==> src/core/sync_clock_map.vh <==
// register offsets, field positions, reset values and sizes
// for the sync and sampling clock control block
`ifndef SYNC_CLOCK_MAP_VH
`define SYNC_CLOCK_MAP_VH

// serial device address, upper six bits fixed, lsb from strap
`define SER_ADDR_BASE 6'h26

// register offsets
`define REG_REVISION 8'h00
`define REG_INPUT_CTRL 8'h05
`define REG_SYNC_MODE 8'h0f
`define REG_CLAMP_START 8'h10
`define REG_CLAMP_LEN 8'h11
`define REG_PHASE 8'h12
`define REG_HALF_PERIOD 8'h13
`define REG_FRAME_DELAY 8'h14
`define REG_CLOCK_SRC 8'h15
`define REG_STATUS 8'h16

// field positions
`define INPUT_CTRL_SEL_B 0
`define INPUT_CTRL_GREEN 1
`define SYNC_MODE_EXT_GATE 7
`define SYNC_MODE_EXT_HOLD 5
`define CLOCK_SRC_EXT 0

// reset values
`define RST_INPUT_CTRL 8'h00
`define RST_SYNC_MODE 8'h00
`define RST_CLAMP_START 8'h04
`define RST_CLAMP_LEN 8'h08
`define RST_PHASE 5'h00
`define RST_HALF_PERIOD 8'h02
`define RST_FRAME_DELAY 4'h3
`define RST_CLOCK_SRC 8'h00

// sizes
`define PHASE_TAPS 32
`define FRAME_DELAY_TAPS 16

`endif

==> src/core/serial_cfg_slave.v <==
// two-wire serial slave: device address, sub-address, data bytes
// assumes scl and sda arrive synchronous to clk_i and change slowly
// against it; sda is open drain, low while sda_oe_o is high
`timescale 1ns/1ns
`default_nettype none
`include "sync_clock_map.vh"

module serial_cfg_slave (
	input wire clk_i,
	input wire rst_i,
	input wire scl_i,
	input wire sda_i,
	output wire sda_o,
	output wire sda_oe_o,
	input wire addr_lsb_i,
	output wire [7:0] rd_addr_o,
	input wire [7:0] rd_data_i,
	output reg [7:0] wr_addr_o,
	output reg [7:0] wr_data_o,
	output reg wr_stb_o
);

localparam ST_IDLE = 7'h01;
localparam ST_ADDR = 7'h02;
localparam ST_ACK = 7'h04;
localparam ST_SUB = 7'h08;
localparam ST_WR = 7'h10;
localparam ST_TX = 7'h20;
localparam ST_RACK = 7'h40;

reg [6:0] state_ff;
reg scl_q_ff;
reg sda_q_ff;
reg [7:0] shift_ff;
reg [3:0] cnt_ff;
reg rw_ff;
reg have_sub_ff;
reg [7:0] ptr_ff;
reg low_ff;

wire scl_rise = scl_i & ~scl_q_ff;
wire scl_fall = ~scl_i & scl_q_ff;
wire start_cond = scl_i & scl_q_ff & sda_q_ff & ~sda_i;
wire stop_cond = scl_i & scl_q_ff & ~sda_q_ff & sda_i;

assign sda_o = 1'b0;
assign sda_oe_o = low_ff;
assign rd_addr_o = ptr_ff;

////////////////////////////////////////////////////////////////////////
always @(posedge clk_i) begin
	scl_q_ff <= scl_i;
	sda_q_ff <= sda_i;
	wr_stb_o <= 1'b0;
	if (rst_i) begin
		state_ff <= ST_IDLE;
		shift_ff <= 8'h00;
		cnt_ff <= 4'h0;
		rw_ff <= 1'b0;
		have_sub_ff <= 1'b0;
		ptr_ff <= 8'h00;
		low_ff <= 1'b0;
		wr_addr_o <= 8'h00;
		wr_data_o <= 8'h00;
		scl_q_ff <= 1'b1;
		sda_q_ff <= 1'b1;
	end else if (start_cond) begin
		state_ff <= ST_ADDR;
		cnt_ff <= 4'h0;
		have_sub_ff <= 1'b0;
		low_ff <= 1'b0;
	end else if (stop_cond) begin
		state_ff <= ST_IDLE;
		low_ff <= 1'b0;
	end else begin
		case (state_ff)
		ST_ADDR, ST_SUB, ST_WR: begin
			// host clock captures each written bit on its rising edge
			if (scl_rise) begin
				shift_ff <= {shift_ff[6:0], sda_i}; // RULE10
				cnt_ff <= cnt_ff + 4'h1;
			end else if (scl_fall && cnt_ff == 4'h8) begin
				cnt_ff <= 4'h0;
				state_ff <= ST_ACK;
				low_ff <= 1'b1;
				if (state_ff == ST_ADDR) begin
					// two devices share a bus through the strapped lsb
					if (shift_ff[7:1] != {`SER_ADDR_BASE, addr_lsb_i}) begin // RULE11
						state_ff <= ST_IDLE;
						low_ff <= 1'b0;
					end
					rw_ff <= shift_ff[0];
				end else if (state_ff == ST_SUB) begin
					ptr_ff <= shift_ff;
					have_sub_ff <= 1'b1;
				end else begin
					wr_addr_o <= ptr_ff;
					wr_data_o <= shift_ff;
					wr_stb_o <= 1'b1;
					ptr_ff <= ptr_ff + 8'h01;
				end
			end
		end
		ST_ACK: begin
			if (scl_fall) begin
				cnt_ff <= 4'h0;
				if (rw_ff) begin
					state_ff <= ST_TX;
					shift_ff <= rd_data_i;
					low_ff <= ~rd_data_i[7];
					ptr_ff <= ptr_ff + 8'h01;
				end else begin
					state_ff <= have_sub_ff ? ST_WR : ST_SUB;
					low_ff <= 1'b0;
				end
			end
		end
		ST_TX: begin
			// contents leave toward the host on falling host clock edges
			if (scl_rise) begin
				cnt_ff <= cnt_ff + 4'h1;
			end else if (scl_fall) begin
				if (cnt_ff == 4'h8) begin
					state_ff <= ST_RACK;
					low_ff <= 1'b0;
				end else begin
					shift_ff <= {shift_ff[6:0], 1'b0};
					low_ff <= ~shift_ff[6]; // RULE10
				end
			end
		end
		ST_RACK: begin
			// host nack ends the read burst
			if (scl_rise) begin
				state_ff <= sda_i ? ST_IDLE : ST_ACK;
			end
		end
		default: begin
			low_ff <= 1'b0;
		end
		endcase
	end
end

endmodule // serial_cfg_slave
`default_nettype wire

==> src/core/sync_clock_input_control.v <==
// sync input selection, clamp and holdover gating, sampling clock
// generation with source select, phase taps and inversion
// assumes every pin input is synchronous to clk_i and that the
// sampling clock rate is well below half of clk_i
//
// Notes on behaviour
// RULE1: line sync input takes logic or composite sync
// RULE2: gate register bit lets pin drive clamp
// RULE3: source asserts gate only in black interval
// RULE4: enabled holdover pin freezes generator, ignores edges
// RULE5: holdover may come from processed frame sync
// RULE6: clock source bit selects external sampling clock
// RULE7: phase adjust also works on external clock
// RULE8: invert pin shifts sampling clock 180 degrees
// RULE9: host toggles invert on alternate frames
// RULE10: host clock shifts serial data in, out
// RULE11: strap sets serial address least significant bit
// RULE12: frame sync output is delayed selected input
// RULE13: disabled pins ignored, internal timing used instead
`timescale 1ns/1ns
`default_nettype none
`include "sync_clock_map.vh"

module sync_clock_input_control #(
	// arbitrary revision value
	parameter [7:0] REVISION = 8'h11
) (
	input wire clk_i,
	input wire rst_i,
	input wire line_sync_in_a_i,
	input wire frame_sync_in_a_i,
	input wire line_sync_in_b_i,
	input wire frame_sync_in_b_i,
	input wire green_embedded_sync_in_a_i,
	input wire green_embedded_sync_in_b_i,
	input wire black_gate_in_i,
	input wire holdover_in_i,
	input wire external_sample_clock_in_i,
	input wire sample_clock_invert_in_i,
	input wire bus_address_strap_i,
	input wire scl_i,
	input wire sda_i,
	output wire sda_o,
	output wire sda_oe_o,
	output reg sample_clock_o,
	output reg sample_strobe_o,
	output reg clamp_o,
	output reg holdover_o,
	output reg frame_sync_out_o
);

function rising;
	input cur;
	input prev;
	begin
		rising = cur & ~prev;
	end
endfunction

////////////////////////////////////////////////////////////////////////
// strap capture and serial access

reg strap_ff;
reg strap_done_ff;
wire [7:0] rd_addr;
reg [7:0] rd_data;
wire [7:0] wr_addr;
wire [7:0] wr_data;
wire wr_stb;

// strap is caught once, on the first clock after reset release
always @(posedge clk_i) begin
	if (rst_i) begin
		strap_done_ff <= 1'b0;
		strap_ff <= 1'b0;
	end else if (!strap_done_ff) begin
		strap_done_ff <= 1'b1;
		strap_ff <= bus_address_strap_i; // RULE11
	end
end

serial_cfg_slave u_serial (
	.clk_i(clk_i),
	.rst_i(rst_i),
	.scl_i(scl_i),
	.sda_i(sda_i),
	.sda_o(sda_o),
	.sda_oe_o(sda_oe_o),
	.addr_lsb_i(strap_ff),
	.rd_addr_o(rd_addr),
	.rd_data_i(rd_data),
	.wr_addr_o(wr_addr),
	.wr_data_o(wr_data),
	.wr_stb_o(wr_stb)
);

////////////////////////////////////////////////////////////////////////
// configuration registers

reg [7:0] input_ctrl_ff;
reg [7:0] sync_mode_ff;
reg [7:0] clamp_start_ff;
reg [7:0] clamp_len_ff;
reg [4:0] phase_ff;
reg [7:0] half_period_ff;
reg [3:0] frame_delay_ff;
reg [7:0] clock_src_ff;

always @(posedge clk_i) begin
	if (rst_i) begin
		input_ctrl_ff <= `RST_INPUT_CTRL;
		sync_mode_ff <= `RST_SYNC_MODE;
		clamp_start_ff <= `RST_CLAMP_START;
		clamp_len_ff <= `RST_CLAMP_LEN;
		phase_ff <= `RST_PHASE;
		half_period_ff <= `RST_HALF_PERIOD;
		frame_delay_ff <= `RST_FRAME_DELAY;
		clock_src_ff <= `RST_CLOCK_SRC;
	end else if (wr_stb) begin
		case (wr_addr)
		`REG_INPUT_CTRL: input_ctrl_ff <= wr_data;
		`REG_SYNC_MODE: sync_mode_ff <= wr_data;
		`REG_CLAMP_START: clamp_start_ff <= wr_data;
		`REG_CLAMP_LEN: clamp_len_ff <= wr_data;
		`REG_PHASE: phase_ff <= wr_data[4:0];
		`REG_HALF_PERIOD: half_period_ff <= wr_data;
		`REG_FRAME_DELAY: frame_delay_ff <= wr_data[3:0];
		`REG_CLOCK_SRC: clock_src_ff <= wr_data;
		default: begin
		end
		endcase
	end
end

wire sel_b = input_ctrl_ff[`INPUT_CTRL_SEL_B];
wire use_green = input_ctrl_ff[`INPUT_CTRL_GREEN];
wire ext_gate_en = sync_mode_ff[`SYNC_MODE_EXT_GATE];
wire ext_hold_en = sync_mode_ff[`SYNC_MODE_EXT_HOLD];
wire ext_clk_en = clock_src_ff[`CLOCK_SRC_EXT];

always @* begin
	case (rd_addr)
	`REG_REVISION: rd_data = REVISION;
	`REG_INPUT_CTRL: rd_data = input_ctrl_ff;
	`REG_SYNC_MODE: rd_data = sync_mode_ff;
	`REG_CLAMP_START: rd_data = clamp_start_ff;
	`REG_CLAMP_LEN: rd_data = clamp_len_ff;
	`REG_PHASE: rd_data = {3'h0, phase_ff};
	`REG_HALF_PERIOD: rd_data = half_period_ff;
	`REG_FRAME_DELAY: rd_data = {4'h0, frame_delay_ff};
	`REG_CLOCK_SRC: rd_data = clock_src_ff;
	`REG_STATUS: rd_data = {4'h0, frame_sync_out_o, clamp_o,
		holdover_o, ext_clk_en};
	default: rd_data = 8'h00;
	endcase
end

////////////////////////////////////////////////////////////////////////
// sync input selection

// a composite logic-level sync is simply taken on the line sync pin
wire line_pin = sel_b ? line_sync_in_b_i : line_sync_in_a_i; // RULE1
wire green_pin = sel_b ? green_embedded_sync_in_b_i :
	green_embedded_sync_in_a_i;
wire line_sync = use_green ? green_pin : line_pin;
wire frame_sync = sel_b ? frame_sync_in_b_i : frame_sync_in_a_i;

reg line_q_ff;
reg [`FRAME_DELAY_TAPS-1:0] frame_sr_ff;

always @(posedge clk_i) begin
	if (rst_i) begin
		line_q_ff <= 1'b0;
		frame_sr_ff <= {`FRAME_DELAY_TAPS{1'b0}};
		frame_sync_out_o <= 1'b0;
	end else begin
		line_q_ff <= line_sync;
		frame_sr_ff <= {frame_sr_ff[`FRAME_DELAY_TAPS-2:0], frame_sync};
		frame_sync_out_o <= frame_sr_ff[frame_delay_ff]; // RULE12
	end
end

wire line_lead = rising(line_sync, line_q_ff);
wire line_trail = rising(line_q_ff, line_sync);

////////////////////////////////////////////////////////////////////////
// clamp and holdover gating

reg [7:0] line_cnt_ff;
wire [8:0] clamp_end = {1'b0, clamp_start_ff} + {1'b0, clamp_len_ff};
wire int_clamp = line_cnt_ff >= clamp_start_ff &&
	{1'b0, line_cnt_ff} < clamp_end;
// internal holdover follows the processed, delayed frame sync
wire int_hold = frame_sync_out_o; // RULE5

always @(posedge clk_i) begin
	if (rst_i) begin
		line_cnt_ff <= 8'hff;
		clamp_o <= 1'b0;
		holdover_o <= 1'b0;
	end else begin
		// window counts from the trailing sync edge, saturates at max
		if (line_trail) begin
			line_cnt_ff <= 8'h00;
		end else if (line_cnt_ff != 8'hff) begin
			line_cnt_ff <= line_cnt_ff + 8'h01;
		end
		// gate pin is trusted to be high only in the black interval
		clamp_o <= ext_gate_en ? black_gate_in_i : int_clamp; // RULE2 RULE3 RULE13
		holdover_o <= ext_hold_en ? holdover_in_i : int_hold; // RULE4 RULE13
	end
end

////////////////////////////////////////////////////////////////////////
// sampling clock generation

reg [7:0] div_cnt_ff;
reg int_clk_ff;
reg [`PHASE_TAPS-1:0] phase_sr_ff;
reg sample_q_ff;
wire [7:0] half_m1 = (half_period_ff == 8'h00) ? 8'h00 :
	half_period_ff - 8'h01;
wire src_clk = ext_clk_en ? external_sample_clock_in_i : int_clk_ff; // RULE6
// taps sit after the source mux so either source can be shifted
wire phased_clk = phase_sr_ff[phase_ff]; // RULE7
// alternate-frame inversion is the host's job on the invert pin
wire nxt_sample_clock = phased_clk ^ sample_clock_invert_in_i; // RULE8 RULE9

always @(posedge clk_i) begin
	if (rst_i) begin
		div_cnt_ff <= 8'h00;
		int_clk_ff <= 1'b0;
		phase_sr_ff <= {`PHASE_TAPS{1'b0}};
		sample_clock_o <= 1'b0;
		sample_q_ff <= 1'b0;
		sample_strobe_o <= 1'b0;
	end else begin
		// leading line edges realign the divider unless holdover runs it free
		if (line_lead && !holdover_o) begin // RULE4
			div_cnt_ff <= 8'h00;
			int_clk_ff <= 1'b1;
		end else if (div_cnt_ff >= half_m1) begin
			div_cnt_ff <= 8'h00;
			int_clk_ff <= ~int_clk_ff;
		end else begin
			div_cnt_ff <= div_cnt_ff + 8'h01;
		end
		phase_sr_ff <= {phase_sr_ff[`PHASE_TAPS-2:0], src_clk};
		sample_clock_o <= nxt_sample_clock;
		sample_q_ff <= sample_clock_o;
		sample_strobe_o <= rising(sample_clock_o, sample_q_ff);
	end
end

endmodule // sync_clock_input_control
`default_nettype wire

==> config.mk <==
export PLATFORM = sky130hd
export DESIGN_NAME = sync_clock_input_control
export DESIGN_NICKNAME = d
export VERILOG_FILES = /design/src/core/serial_cfg_slave.v /design/src/core/sync_clock_input_control.v
export VERILOG_INCLUDE_DIRS = /design/src /design/src/core
export SDC_FILE = /design/constraint.sdc
export NUM_CORES = 1
export LEC_CHECK = 0
export ABC_CLOCK_PERIOD_IN_PS = 7600
export BUFFER_PORTS_ARGS = -buffer_cell sky130_fd_sc_hd__buf_2
export CAP_MARGIN = 0
export CORE_MARGIN = 8
export CORE_UTILIZATION = 30
export CTS_BUF_LIST = sky130_fd_sc_hd__clkbuf_2 sky130_fd_sc_hd__clkbuf_4 sky130_fd_sc_hd__clkbuf_8
export DETAILED_ROUTE_END_ITERATION = 7
export MAX_ROUTING_LAYER = met4
export PLACE_DENSITY_LB_ADDON = 0.1
export SETUP_SLACK_MARGIN = 0.4
export SLEW_MARGIN = 20
export SYNTH_ARGS = -nofsm -noshare
export SYNTH_HDL_FRONTEND = slang
export SYNTH_SLANG_ARGS = --single-unit
==> constraint.sdc <==
create_clock -name clk_i -period 7.6 [get_ports clk_i]
set_input_delay 0.38 -clock clk_i [delete_from_list [all_inputs] [get_ports clk_i]]
set_output_delay 0.38 -clock clk_i [all_outputs]
set_load 0.1 [all_outputs]
==> impl_metrics.yaml <==
run_status:
  status: "finished clean"
synthesis:
  syn_inst: 976
  synth_seq_cells: 180
  synthFlopType: "dfxtp_1"
  synthTopCellsByArea: "dfxtp_1, mux2i_1, ha_1"
  ys_seq_area_frac: 0.405
  yosysTopAreaCell: "dfxtp_1"
  syn_nets: 1032
  yosys_warnings: 0
  synth_top_area_share: 0.405
  avgSynthCellArea_um2: 9.12
  synth-edff-count: 0
  syn_area_mm2: 0.00890
  async_reset_ff_frac: 0
  synth.distinct_cells: 77
routing:
  drc_errors: 0
  drt-initial-drc-count: 434
  dr_total_vias: 6812
  via_per_inst: 5.01
  ant_nets: 0
  wl_um: 23800
  wl_per_cell_um: 17.5
  first_pass_iters: 5
floorplan:
  fp.dieH_um: 188
  num_rows: 63
  start_util: 0.303
  design.core.area_mm2: 0.0294
  die_x_um: 188
  die_area_mm2: 0.0355
  io_pins: 22
clock_network:
  cts_hold_buf: 0
  cts_max_level: 4
  cts_tree: "done"
  root_buffer: "clkbuf_8"
  clk_path_buf_depth: 2
  cts.repair.resized: 0
  cts-buffers-inserted: 17
  path_clk_slew_ns: 0.11
  cts.sinks: 180
  cts_setup_buffers: 0
  clk_latency_ns: 0.47
finish:
  insertedDiodeCount: 0
  post_route_cells_drive_above_1_share: 0.0896
  final_core_util: 0.331
  layout_commonest_cell: "dfxtp_1"
  stdcell_area_mm2: 0.00974
  nFillCells: 3049
  final_cell_mix: "dfxtp_1, nor2_1, nand2_1, mux2i_1, nor2b_1"
  nets: 1014
  stdcell_count: 1361
  syn_to_final_growth_pct: 9.34
setup_path:
  crit_type: "reg2reg"
  startpoint_type: "register"
  crit_chain: "or4_1 > or4_1 > and2_1 > ha_1 > nand2b_1 > a21o_1 > a211oi_1 > o31a_1 > nand3_1 > nor2_1"
  cp.required_ns: 8.00
  path_common_cell: "or4_1"
  arrival_ns: 3.60
  cp_slowest_cell: "or4_1"
  cp_max_fo: 8
  worstSetupEndpointType: "register"
  cpLargestDelayFamily: "simple AND/OR/NAND/NOR gates"
  critPathBufInv: 0
  max_stage_delay_ns: 0.59
timing:
  finClkSkew_ns: 0.0219
  worst_slew_pin_slew_ns: 1.13
  fin_crit_sh: 0.421
  setup_violations: 0
  tns_ns: 0
  rsz0062_at_grt: "false"
  layout_min_cycle_time_ns: 3.20
  hold_viol_final: 0
  fmax_mhz: 312
  max_slew_margin: 0.247
  final-max-slew-violation-count: 0
placement:
  port_buffers: 20
  place.gp.congestion: 0.775
  dpl.cell_count: 1329
  placed_area_mm2: 0.00929
  hpwl_um: 16500
grt:
  grt_pass1_vias: 6605
  grt_pass1_wl_um: 38500
  antenna_found_initial: 0
  grt_use_total: 0.140
  grt_max_degree: 86
  grt_overflow: 0
pwr:
  cellPowerDensity_mw_per_mm2: 202
  ir_worst_vdd_mv: 0.0899
  p_leak_nw: 3.68
min_path:
  min_path_type: "in2reg"
job:
  cap_violations: 0
-- power by group --
group          leakage (nW)  total [mW]  internal (mW)  switching (mW)
Sequential             1.46        1.01          0.970          0.0431
Combinational          2.00       0.213         0.0885           0.124
Clock                 0.225       0.740          0.341           0.399
Total                  3.68        1.97           1.40           0.566
-- cells in the mapped netlist (6+ instances only) --
cell and instances:
a21o_1 7, xnor2_1 8, a21oi_1 51, a31oi_1 7, buf_2 7, clkbuf_1 44, o22ai_1 7, dfxtp_1 180
nor2_1 104, nand3b_1 7, nand3_1 30, and3_1 11, inv_1 29, mux2i_1 78, a22oi_1 10, nor3b_1 6
nor3_1 8, o21ai_0 35, nand2b_1 9, xor2_1 17, mux4_2 12, nand2_1 82, a222oi_1 6, nor2b_1 64
ha_1 40, buf_1 9, nand4_1 6
-- worst register-to-register path, delay by kind of cell, from the launching register on --
| kind | cells | cell delay [ns] |
|---|---|---|
| simple gates | 6 | 1.87 |
| fa+ha+maj | 1 | 0.25 |
| compound gates | 3 | 0.64 |
| flops | 1 | 0.38 |
-- state kept, by name, indices dropped and copies added, names as in the netlist, 5 cells and up --
| signal | cells |
|---|---|
| u_serial.state_ff | 7 |
| u_serial.rd_addr_o | 8 |
| input_ctrl_ff | 8 |
| u_serial.shift_ff | 8 |
| u_serial.wr_data_o | 8 |
| line_cnt_ff | 8 |
| div_cnt_ff | 8 |
| frame_sr_ff | 16 |
| phase_ff | 5 |
| clamp_len_ff | 8 |
| phase_sr_ff | 32 |
| sync_mode_ff | 8 |
| half_period_ff | 8 |
| clamp_start_ff | 8 |
| clock_src_ff | 8 |
| u_serial.wr_addr_o | 8 |
-- per-layer routing --
layer	vias to the layer above	global-route usage	wire (um)
li1	3420	-	-
met1	3295	0.195	12400
met2	84	0.206	10500
met3	13	0.0251	633
met4	0	0.0370	240
met5	-	-	0
-- cells by family after synthesis --
logic type | after synthesis | share of synthesized area
AND/OR/NAND/NOR | 364 | 0.215
flip-flops | 180 | 0.405
AO/OA/AOI/OAI | 178 | 0.131
multiplexers | 95 | 0.124
buffers and inverters | 92 | 0.0419
adder cells (fa/ha/maj) | 41 | 0.0585
XOR/XNOR | 25 | 0.0246
other | 1 | 0.000421
-- final cells by class --
| type | count | area, um2 | share of cell area |
|---|---|---|---|
| multi-input combinational | 704 | 4940 | 0.508 |
| sequential | 180 | 3600 | 0.370 |
| tap | 390 | 488 | 0.0501 |
| clock buffer | 17 | 234 | 0.0240 |
| clock inverter | 15 | 211 | 0.0217 |
| timing repair buffer | 26 | 148 | 0.0152 |
| inverter | 29 | 109 | 0.0112 |
-- through the flow --
stage | hold WS, ns | setup slack (ns) | power [mW]
after floorplan | 0.367 | 4.72 | 1.19
after global placement | 0.371 | 4.40 | 1.25
after detailed placement | 0.375 | 4.41 | 1.25
after CTS | 0.111 | 4.38 | 2.00
after global routing | 0.144 | 4.12 | 2.08
final | 0.145 | 4.40 | 1.97
-- path summary, 6_finish.rpt --
check	cells after the start	slack [ns]	from	end
setup / recovery	10	4.40	half_period_ff[2]	div_cnt_ff[2]
hold / removal	3	0.14	holdover_in_i	holdover_o
setup reg to reg	10	4.40	half_period_ff[2]	div_cnt_ff[2]
hold reg to reg	1	0.38	sample_q_ff	sample_strobe_o
(Power assumes the default switching activity.)
